--- src/logic/nv_access_pkg.sv ---
// Package for the byte-wide nonvolatile store access controller.
// Holds the APB register map, field positions, reset values and timing counts.
// Assumes a 40 MHz system clock and 32-bit APB data with one register per word.

package nv_access_pkg;

	// System clock period in picoseconds (40 MHz)
	localparam int unsigned CLK_PERIOD_PS = 25000;

	// Least time of one read cycle, in nanoseconds
	localparam int unsigned READ_TIME_NS  = 100;
	// Read cycle in clock cycles, rounded up, never below one
	localparam int unsigned READ_CYCLES_RAW =
		(READ_TIME_NS * 1000 + CLK_PERIOD_PS - 1) / CLK_PERIOD_PS;
	localparam int unsigned READ_CYCLES = (READ_CYCLES_RAW < 1) ? 1 : READ_CYCLES_RAW;

	// Rising edges of the write timer that make one write cycle
	localparam int unsigned WRITE_TICKS = 4;

	// APB byte addresses of the registers
	localparam logic [7:0] LOCATION_OFS  = 8'h00; // nv_location_reg
	localparam logic [7:0] BYTE_OFS      = 8'h04; // nv_byte_reg
	localparam logic [7:0] PTR1_LOW_OFS  = 8'h08; // pointer1_low
	localparam logic [7:0] PTR1_HIGH_OFS = 8'h0c; // pointer1_high
	localparam logic [7:0] PTR2_HIGH_OFS = 8'h10; // pointer2_high
	localparam logic [7:0] PORT1_OFS     = 8'h14; // indirect_port1
	localparam logic [7:0] IRQ_EN_OFS    = 8'h18; // interrupt enables
	localparam logic [7:0] IRQ_FLAG_OFS  = 8'h1c; // interrupt request flags
	localparam logic [7:0] STATUS_OFS    = 8'h20; // engine status

	// Indirect location of the control register
	localparam logic [7:0] CTRL_SECTOR   = 8'h01;
	localparam logic [7:0] CTRL_LOCATION = 8'h3e;

	// Control register fields
	localparam int unsigned CTRL_READ_START  = 0;
	localparam int unsigned CTRL_READ_PERMIT = 1;
	localparam int unsigned CTRL_WRITE_START = 2;
	localparam int unsigned CTRL_WRITE_PERMIT = 3;

	// Interrupt enable fields
	localparam int unsigned IRQ_NV_EN     = 0;
	localparam int unsigned IRQ_MF_EN     = 1;
	localparam int unsigned IRQ_GLOBAL_EN = 2;

	// Interrupt flag fields
	localparam int unsigned FLAG_NV = 0;
	localparam int unsigned FLAG_MF = 1;

	// Status fields
	localparam int unsigned STAT_BUSY   = 0;
	localparam int unsigned STAT_FAILED = 1;

	// Reset values
	localparam logic [7:0] BYTE_RST = 8'h00;
	localparam logic [3:0] CTRL_RST = 4'h0;
	localparam logic [2:0] IRQ_EN_RST = 3'h0;

	// Engine states, one-hot
	typedef enum logic [2:0] {
		ST_IDLE  = 3'b001,
		ST_READ  = 3'b010,
		ST_WRITE = 3'b100
	} engine_e;

endpackage : nv_access_pkg

--- src/logic/nv_access_ctrl.sv ---
// Byte-wide nonvolatile store with read/write sequencing behind an APB slave.
// Assumes one 40 MHz clock, an asynchronous active-low reset, a write timer
// pin from a free-running asynchronous oscillator, and a core-side sleep level.
//
// Function
// - read start with permit fetches addressed byte
// - read start without permit is ignored
// - read end clears start, byte readable
// - byte register holds until next operation
// - write start without permit does nothing
// - write length set by asynchronous timer
// - write end clears write start bit
// - write permit clears at power-on
// - pointer high bytes clear at power-on
// - write end sets both request flags
// - interrupt needs all three enables set
// - servicing clears only multi-function flag
// - array is 256 locations of eight bits
// - both start bits never set together
// - control reachable only via sector 1, 3eh

`timescale 1ns/1ps
`default_nettype none

module nv_access_ctrl #(
	parameter int unsigned DEPTH       = 256,                        // Array locations
	parameter int unsigned READ_CYCLES = nv_access_pkg::READ_CYCLES, // Read length
	parameter int unsigned WRITE_TICKS = nv_access_pkg::WRITE_TICKS  // Timer edges per write
) (
	input  wire logic        REF_CLK,        // System clock, 40 MHz
	input  wire logic        RST_N,          // Asynchronous reset, active low
	input  wire logic        PSEL,           // APB select
	input  wire logic        PENABLE,        // APB access phase
	input  wire logic        PWRITE,         // APB direction, high writes
	input  wire logic [7:0]  PADDR,          // APB byte address
	input  wire logic [31:0] PWDATA,         // APB write data
	output logic      [31:0] PRDATA,         // APB read data
	output logic             PREADY,         // APB ready
	output logic             PSLVERR,        // APB error on unmapped address
	input  wire logic        WR_TIMER_TICK,  // Asynchronous write timer clock
	input  wire logic        LOW_POWER_REQ,  // Core enters idle or sleep
	input  wire logic        IRQ_SERVICED,   // Pulse: core vectors to this interrupt
	output logic             IRQ_REQ,        // Interrupt request to the core
	output logic             BUSY            // Read or write cycle in progress
);

	// Elaboration check on the parameters
	// array size, read length and timer edges per write
	if (DEPTH != 256 || READ_CYCLES < 1 || READ_CYCLES > 255
		|| WRITE_TICKS < 1 || WRITE_TICKS > 255) begin : g_chk
		$error("nv_access_ctrl: unsupported parameter values");
	end

	// Software-visible state
	logic [7:0]  location_q;   // nv_location_reg
	logic [7:0]  byte_q;       // nv_byte_reg
	logic [7:0]  ptr1_low_q;   // pointer1_low
	logic [7:0]  ptr1_high_q;  // pointer1_high
	logic [7:0]  ptr2_high_q;  // pointer2_high
	logic [3:0]  ctrl_q;       // nv_control_reg, low nibble
	logic [2:0]  irq_en_q;     // Interrupt enables
	logic [1:0]  flag_q;       // Interrupt request flags
	logic        failed_q;     // Last operation cut short by low power

	// Engine state
	nv_access_pkg::engine_e state_q; // Current operation
	logic [7:0]  op_addr_q;    // Location latched at start
	logic [7:0]  op_data_q;    // Byte latched at write start
	logic [7:0]  rd_cnt_q;     // Read cycle countdown
	logic [7:0]  tick_cnt_q;   // Timer edges left in a write

	// Storage array
	logic [7:0]  mem_q [DEPTH]; // Nonvolatile cells modelled as flops

	// Timer synchroniser
	logic [2:0]  tick_sync_q;  // Three-stage pin synchroniser
	logic        tick_lvl_q;   // Filtered timer level
	logic        tick_rise;    // Filtered rising edge

	// Bus decode
	logic        setup_ph;     // Setup cycle
	logic        acc_ph;       // Access cycle
	logic        wr_acc;       // Write taking effect now
	logic        mapped;       // Address is decoded
	logic        ctrl_sel;     // Indirect port points at control
	logic        ctrl_wr;      // Control register written now
	logic [7:0]  rd_mux;       // Read data before the output flop

	// Start decode
	logic        rd_start;     // Read cycle begins
	logic        wr_start;     // Write cycle begins
	logic        rd_done;      // Read cycle ends
	logic        wr_done;      // Write cycle ends
	logic        abort;        // Operation cut by low power

	// APB phases
	assign setup_ph = PSEL & ~PENABLE;
	assign acc_ph   = PSEL & PENABLE;
	assign wr_acc   = acc_ph & PWRITE;

	// Address decode
	always_comb begin
		unique case (PADDR)
			nv_access_pkg::LOCATION_OFS,
			nv_access_pkg::BYTE_OFS,
			nv_access_pkg::PTR1_LOW_OFS,
			nv_access_pkg::PTR1_HIGH_OFS,
			nv_access_pkg::PTR2_HIGH_OFS,
			nv_access_pkg::PORT1_OFS,
			nv_access_pkg::IRQ_EN_OFS,
			nv_access_pkg::IRQ_FLAG_OFS,
			nv_access_pkg::STATUS_OFS: mapped = 1'b1;
			default:                   mapped = 1'b0;
		endcase
	end

	assign ctrl_sel = (ptr1_high_q == nv_access_pkg::CTRL_SECTOR)
		&& (ptr1_low_q == nv_access_pkg::CTRL_LOCATION);
	assign ctrl_wr  = wr_acc && (PADDR == nv_access_pkg::PORT1_OFS) && ctrl_sel;

	// Zero-wait slave; read data registered in the setup cycle
	assign PREADY  = 1'b1;
	assign PSLVERR = acc_ph & ~mapped;

	// Read multiplexer
	always_comb begin
		rd_mux = 8'h00;
		unique case (PADDR)
			nv_access_pkg::LOCATION_OFS:  rd_mux = location_q;
			nv_access_pkg::BYTE_OFS:      rd_mux = byte_q;
			nv_access_pkg::PTR1_LOW_OFS:  rd_mux = ptr1_low_q;
			nv_access_pkg::PTR1_HIGH_OFS: rd_mux = ptr1_high_q;
			nv_access_pkg::PTR2_HIGH_OFS: rd_mux = ptr2_high_q;
			nv_access_pkg::PORT1_OFS:     rd_mux = ctrl_sel ? {4'h0, ctrl_q} : 8'h00;
			nv_access_pkg::IRQ_EN_OFS:    rd_mux = {5'h00, irq_en_q};
			nv_access_pkg::IRQ_FLAG_OFS:  rd_mux = {6'h00, flag_q};
			nv_access_pkg::STATUS_OFS:    rd_mux = {6'h00, failed_q, BUSY};
			default:                      rd_mux = 8'h00;
		endcase
	end

	// Read data captured during setup, held through access
	always_ff @(posedge REF_CLK or negedge RST_N) begin
		if (!RST_N) begin
			PRDATA <= 32'h0000_0000;
		end else if (setup_ph && !PWRITE) begin
			PRDATA <= {24'h00_0000, rd_mux};
		end
	end

	// Start requests decoded from a control write
	always_comb begin
		rd_start = 1'b0;
		wr_start = 1'b0;
		if (ctrl_wr && state_q == nv_access_pkg::ST_IDLE) begin
			if (PWDATA[nv_access_pkg::CTRL_READ_START]
				&& PWDATA[nv_access_pkg::CTRL_WRITE_START]) begin
				rd_start = 1'b0;
				wr_start = 1'b0;
			end else begin
				rd_start = PWDATA[nv_access_pkg::CTRL_READ_START]
					& ctrl_q[nv_access_pkg::CTRL_READ_PERMIT];
				wr_start = PWDATA[nv_access_pkg::CTRL_WRITE_START]
					& ctrl_q[nv_access_pkg::CTRL_WRITE_PERMIT];
			end
		end
	end

	// Completion and abort events
	assign abort   = LOW_POWER_REQ && state_q != nv_access_pkg::ST_IDLE;
	assign rd_done = !abort && state_q == nv_access_pkg::ST_READ && rd_cnt_q == 8'h01;
	assign wr_done = !abort && state_q == nv_access_pkg::ST_WRITE && tick_rise
		&& tick_cnt_q == 8'h01;

	// Timer pin synchroniser, three stages
	always_ff @(posedge REF_CLK or negedge RST_N) begin
		if (!RST_N) begin
			tick_sync_q <= 3'h0;
		end else begin
			tick_sync_q <= {tick_sync_q[1:0], WR_TIMER_TICK};
		end
	end

	// Filtered level moves once stages two and three agree
	always_ff @(posedge REF_CLK or negedge RST_N) begin
		if (!RST_N) begin
			tick_lvl_q <= 1'b0;
		end else if (tick_sync_q[1] == tick_sync_q[2]) begin
			tick_lvl_q <= tick_sync_q[2];
		end
	end

	assign tick_rise = (tick_sync_q[1] == tick_sync_q[2]) & tick_sync_q[2] & ~tick_lvl_q;

	// Engine state and counters
	always_ff @(posedge REF_CLK or negedge RST_N) begin
		if (!RST_N) begin
			state_q    <= nv_access_pkg::ST_IDLE;
			op_addr_q  <= 8'h00;
			op_data_q  <= 8'h00;
			rd_cnt_q   <= 8'h00;
			tick_cnt_q <= 8'h00;
		end else begin
			unique case (state_q)
				// Waiting for a start
				nv_access_pkg::ST_IDLE: begin
					if (rd_start) begin
						state_q   <= nv_access_pkg::ST_READ;
						op_addr_q <= location_q;
						rd_cnt_q  <= 8'(READ_CYCLES);
					end else if (wr_start) begin
						state_q    <= nv_access_pkg::ST_WRITE;
						op_addr_q  <= location_q;
						op_data_q  <= byte_q;
						tick_cnt_q <= 8'(WRITE_TICKS);
					end
				end
				// Fixed-length fetch
				nv_access_pkg::ST_READ: begin
					if (abort || rd_done) begin
						state_q <= nv_access_pkg::ST_IDLE;
					end else begin
						rd_cnt_q <= rd_cnt_q - 8'h01;
					end
				end
				nv_access_pkg::ST_WRITE: begin
					if (abort || wr_done) begin
						state_q <= nv_access_pkg::ST_IDLE;
					end else if (tick_rise) begin
						tick_cnt_q <= tick_cnt_q - 8'h01;
					end
				end
				default: begin
					state_q <= nv_access_pkg::ST_IDLE;
				end
			endcase
		end
	end

	always_ff @(posedge REF_CLK) begin
		if (wr_done) begin
			mem_q[op_addr_q] <= op_data_q;
		end
	end

	// Direct registers written by software
	always_ff @(posedge REF_CLK or negedge RST_N) begin
		if (!RST_N) begin
			location_q <= 8'h00;
			ptr1_low_q <= 8'h00;
			ptr1_high_q <= 8'h00;
			ptr2_high_q <= 8'h00;
			irq_en_q    <= nv_access_pkg::IRQ_EN_RST;
		end else if (wr_acc) begin
			unique case (PADDR)
				nv_access_pkg::LOCATION_OFS:  location_q  <= PWDATA[7:0];
				nv_access_pkg::PTR1_LOW_OFS:  ptr1_low_q  <= PWDATA[7:0];
				nv_access_pkg::PTR1_HIGH_OFS: ptr1_high_q <= PWDATA[7:0];
				nv_access_pkg::PTR2_HIGH_OFS: ptr2_high_q <= PWDATA[7:0];
				nv_access_pkg::IRQ_EN_OFS:    irq_en_q    <= PWDATA[2:0];
				default:                      ;
			endcase
		end
	end

	// Byte register: software load or read result
	always_ff @(posedge REF_CLK or negedge RST_N) begin
		if (!RST_N) begin
			byte_q <= nv_access_pkg::BYTE_RST;
		end else if (rd_done) begin
			byte_q <= mem_q[op_addr_q];
		end else if (wr_acc && PADDR == nv_access_pkg::BYTE_OFS) begin
			byte_q <= PWDATA[7:0];
		end
	end

	// Control register: permits, starts and hardware clears
	always_ff @(posedge REF_CLK or negedge RST_N) begin
		if (!RST_N) begin
			ctrl_q <= nv_access_pkg::CTRL_RST;
		end else begin
			if (ctrl_wr) begin
				ctrl_q[nv_access_pkg::CTRL_READ_PERMIT]  <=
					PWDATA[nv_access_pkg::CTRL_READ_PERMIT];
				ctrl_q[nv_access_pkg::CTRL_WRITE_PERMIT] <=
					PWDATA[nv_access_pkg::CTRL_WRITE_PERMIT];
			end
			if (rd_start) begin
				ctrl_q[nv_access_pkg::CTRL_READ_START] <= 1'b1;
			end else if (rd_done || (abort && state_q == nv_access_pkg::ST_READ)) begin
				ctrl_q[nv_access_pkg::CTRL_READ_START] <= 1'b0;
			end
			if (wr_start) begin
				ctrl_q[nv_access_pkg::CTRL_WRITE_START] <= 1'b1;
			end else if (wr_done || (abort && state_q == nv_access_pkg::ST_WRITE)) begin
				ctrl_q[nv_access_pkg::CTRL_WRITE_START] <= 1'b0;
			end
		end
	end

	// Interrupt request flags; set wins over any clear
	always_ff @(posedge REF_CLK or negedge RST_N) begin
		if (!RST_N) begin
			flag_q <= 2'h0;
		end else begin
			if (wr_done) begin
				flag_q[nv_access_pkg::FLAG_NV] <= 1'b1;
			end else if (wr_acc && PADDR == nv_access_pkg::IRQ_FLAG_OFS
				&& PWDATA[nv_access_pkg::FLAG_NV]) begin
				flag_q[nv_access_pkg::FLAG_NV] <= 1'b0;
			end
			if (wr_done) begin
				flag_q[nv_access_pkg::FLAG_MF] <= 1'b1;
			end else if (IRQ_SERVICED || (wr_acc && PADDR == nv_access_pkg::IRQ_FLAG_OFS
				&& PWDATA[nv_access_pkg::FLAG_MF])) begin
				flag_q[nv_access_pkg::FLAG_MF] <= 1'b0;
			end
		end
	end

	// Failure marker for an operation cut short; cleared by the next start
	always_ff @(posedge REF_CLK or negedge RST_N) begin
		if (!RST_N) begin
			failed_q <= 1'b0;
		end else if (abort) begin
			failed_q <= 1'b1;
		end else if (rd_start || wr_start) begin
			failed_q <= 1'b0;
		end
	end

	assign IRQ_REQ = flag_q[nv_access_pkg::FLAG_NV] & flag_q[nv_access_pkg::FLAG_MF]
		& irq_en_q[nv_access_pkg::IRQ_NV_EN] & irq_en_q[nv_access_pkg::IRQ_MF_EN]
		& irq_en_q[nv_access_pkg::IRQ_GLOBAL_EN];

	// Engine activity
	assign BUSY = (state_q != nv_access_pkg::ST_IDLE);

endmodule : nv_access_ctrl

`default_nettype wire

--- config.mk ---
export PLATFORM = sky130hd
export DESIGN_NAME = nv_access_ctrl
export DESIGN_NICKNAME = d
export VERILOG_FILES = /design/src/logic/nv_access_pkg.sv /design/src/logic/nv_access_ctrl.sv
export SDC_FILE = /design/constraint.sdc
export NUM_CORES = 2
export LEC_CHECK = 0
export BUFFER_PORTS_ARGS = -buffer_cell sky130_fd_sc_hd__buf_2
export CORE_ASPECT_RATIO = 1.2
export CORE_MARGIN = 2
export CORE_UTILIZATION = 42
export DETAILED_ROUTE_END_ITERATION = 6
export PLACE_DENSITY = 0.63
export SLEW_MARGIN = 20
export SYNTH_ARGS = -nofsm -noshare
export SYNTH_HDL_FRONTEND = slang
export SYNTH_SLANG_ARGS = --single-unit
--- constraint.sdc ---
create_clock -name REF_CLK -period 4.8 [get_ports REF_CLK]
set_input_delay 1.2 -clock REF_CLK [delete_from_list [all_inputs] [get_ports REF_CLK]]
set_output_delay 1.2 -clock REF_CLK [all_outputs]
set_load 0.02 [all_outputs]
==> flow_summary_export.csv <==
group,metric,value,unit
clock_tree,clk_pin_slew,0.06,ns
synthesis,synthTopCellsByCount,"edfxtp_1, mux4_2, nor2_1",
global_routing,grt_max_degree,161,
drt,drc_errors,0,
setup_path,critPathCaptureType,"register",
timing,slew_headroom,18.7,%
power_and_ir_drop,max-vdd-ir-drop,0.315,mV
setup_path,cp-start-kind,"register",
synthesis,synth_top_family_by_area,"multiplexers",
die,die_w,413,um
clock_tree,cts_sinks,2145,
cells_and_area,design_area,95700,um2
worst_hold_path,worstHoldStart,"tick_sync_q[0]",
drt,vias,43200,
cells_and_area,drive_gt1_share,25.8,%
die,rows,180,
die,boundaryPins,84,
global_routing,met1_usage,28.3,%
timing,timing.final.crit_period,4.26,ns
drt,via_per_inst,5.90,
global_routing,grt_usage,21.6,%
synthesis,synth_top_area_share,72.9,%
cells_and_area,finalCoreUtilization,47.8,%
drt,drtAntennaViolNets,0,
global_routing,antenna_found_initial,7,
timing,fin_skew,0.0233,ns
synthesis,synth-simple-area-share,4.10,%
synthesis,synth_compound_area_share,2.62,%
drt,drt-wirelength-per-cell,30.2,um
synthesis,syn-cell-area,84300,um2
timing,rsz0062_at_grt,"no",
power_and_ir_drop,internal-power,29000,uW
setup_path,r2r_slack,0.54,ns
synthesis,synth_edf_count,2048,
setup_path,path_cells,"buf_12 > buf_12 > mux4_2 > mux2i_1 > nor3_1 > nor3_1 > o221ai_1 > a31oi_1 > a22oi_1",
setup_path,criticalPathCategory,"register to register",
setup_path,r2r.worst_path.cells,9,
clock_tree,post_cts_resized,0,
setup_path,critPathRequiredTime,5.47,ns
synthesis,yosysUniqueCellTypes,79,
global_routing,global_route.usage.met3,4.21,%
power_and_ir_drop,p_per_area,375,nW/um2
timing,finalMaxSlewViolations,0,
clock_tree,clkLatencyLatePin,0.83,ns
power_and_ir_drop,p_leak,0.0354,uW
synthesis,yosysSeqAreaShare,75.8,%
run,max-cap-violations,0,
synthesis,yosysMostFrequentCell,"edfxtp_1",
cells_and_area,area_growth_syn_to_layout,13.5,%
drt,firstDrtPassIters,5,
global_routing,grt_first_pass_wirelength,315,mm
synthesis,synthFlopType,"edfxtp_1",
clock_tree,htreeDepth,4,
drt,wl,221,mm
worst_hold_path,holdPathStages,0,
setup_path,timing.rr.start,"op_addr_q[0]",
setup_path,arrival,4.93,ns
synthesis,synth_cells,4220,
timing,final_hold_viol_count,0,
status,outcome,"completed",
setup_path,worst_path_max_delay_cell,"dfrtp_4",
clock_tree,cts_buffers,195,
timing,setup_viol,0,
synthesis,ys_async_sr_fraction,4.52,%
global_routing,grt_pass1_vias,43200,
setup_path,critPathTopFamily,"compound AO/OA/AOI/OAI gates",
power_and_ir_drop,power.share.switching,19.2,%
synthesis,synth.top_cells.by_area,"edfxtp_1, mux4_2, dfrtp_1",
die,start_util,42.2,%
power_and_ir_drop,p_sw,6900,uW
synthesis,synthXorXnorAreaFrac,0.0831,%
global_routing,grt.overflow.total,0,
clock_tree,root_buffer,"clkbuf_16",
power_and_ir_drop,clkPwrFrac,43.4,%
setup_path,cp_num_buf_inv,2,
timing,finalCritPeriodShare,88.7,%
power_and_ir_drop,p_comb_share,0.4,%
worst_hold_path,min_to,"tick_sync_q[1]",
worst_hold_path,min_path_type,"register to register",
clock_tree,cts_buffer_depth,3,
synthesis,yosys_warnings,0,
clock_tree,cts_setup_buffers,0,
clock_tree,cts_hold_buf,0,
clock_tree,cts_tree,"built",
global_routing,grtUsageMet2,35.7,%
synthesis,muxShareOfSynthArea,15.6,%
die,die_y,495,um
placed_design,place_congestion,0.858,
setup_path,cp_max_fo,21,
synthesis,ys_ff_latch,2145,
power_and_ir_drop,pwr-share-seq,56.3,%
setup_path,crit_path_max_incr_delay,0.85,ns
synthesis,yosysTopAreaCell,"edfxtp_1",
die,fp.coreArea,200000,um2
setup_path,worstReg2RegEnd,"byte_q[2]",
timing,finalSetupTns,0,ns
placed_design,placedInstanceArea,89300,um2
timing,max_freq,235,MHz
global_routing,top_usage_layer,"met2",
placed_design,portBuffers,34,
placed_design,dp_hpwl,137,mm
drt,drt-initial-drc-count,5362,
die,die-area,204000,um2
synthesis,syn_area_per_cell,20.0,um2
timing,tightest_slew,1.22,ns
cells_and_area,layout.nets,4568,
synthesis,synth_fa_ha_area_share,0.0742,%
[logic make-up after synthesis]
kind of cell	after synthesis
compound gates	310
fa+ha+maj	5
flops	2145
simple gates	770
buf+inv	293
other cells	2
xor+xnor	8
mux	687
[registers in the layout, summed over array words and instances, names as in the netlist, 8 cells and up]
signal / flops
PRDATA: 8
op_addr_q: 8
rd_cnt_q: 8
location_q: 8
ptr1_high_q: 8
mem_q: 2048
op_data_q: 8
ptr2_high_q: 8
tick_cnt_q: 8
ptr1_low_q: 8
byte_q: 8
[cells in the final DEF, fill, tap and decap left out, types with 32 or more instances in the layout]
cell type     n
edfxtp_1   2048
mux4_2      498
nor2_1      333
buf_4       290
nand2_1     238
clkbuf_16   200
mux2i_1     141
dfrtp_1      84
nand3_1      51
a21oi_1      50
clkinv_1     50
mux2_2       48
clkbuf_1     48
a32oi_1      42
a22oi_1      37
buf_2        33
o21ai_0      32
[how the worst max path moves through the flow]
stage	from	to	slack [ns]	cells past startpoint
after floorplan	op_data_q[0]	mem_q[0][0]	0.81	0
after global placement	LOW_POWER_REQ	byte_q[2]	0.78	8
after detailed placement	LOW_POWER_REQ	byte_q[2]	0.72	8
after CTS	op_addr_q[0]	byte_q[2]	0.74	9
after global routing	op_addr_q[0]	byte_q[2]	0.66	9
final	op_addr_q[0]	byte_q[2]	0.54	9
[layer usage]
layer | up-vias | part of all wire [%]
met5 | - | 0.011
met4 | 4 | 4.1
met3 | 390 | 8.2
met2 | 1999 | 50
met1 | 22900 | 38
li1 | 17800 | -
[through the flow]
stage	hold slack, ns	setup WS [ns]	instances	power, uW
3_5_place_dp	0.342	0.716	6956	20800
2_1_floorplan	0.331	0.813	4243	20700
6_report	0.363	0.541	7319	35900
5_1_grt	0.369	0.657	7318	36800
3_3_place_gp	0.352	0.779	6956	20700
4_1_cts	0.368	0.738	7316	36200
[power by group through the flow]
stage	clock [uW]	sequential [uW]	combinational [uW]
after floorplan	0	20600	74.7
after global placement	0	20600	131
after detailed placement	0	20600	132
after CTS	15800	20200	133
after global routing	16500	20200	147
final	15600	20200	133
[worst register-to-register path, cell delays in order, from the launching register on]
cell      delay (ns)
dfrtp_4         0.85
buf_12          0.32
buf_12          0.25
mux4_2          0.56
mux2i_1         0.15
nor3_1          0.06
nor3_1          0.82
o221ai_1        0.30
a31oi_1         0.59
a22oi_1         0.21
[area by class of cell]
class	count	area (um2)
Multi-Input combinational cell	1805	19100
Clock inverter	111	1120
Timing Repair Buffer	351	2900
Sequential cell	2145	64000
Tap cell	2639	3300
Inverter	17	70.1
Antenna cell	2	5.00
Clock buffer	249	5200
Fill cell	16400	104000
Power figures use the tool's default switching activity.
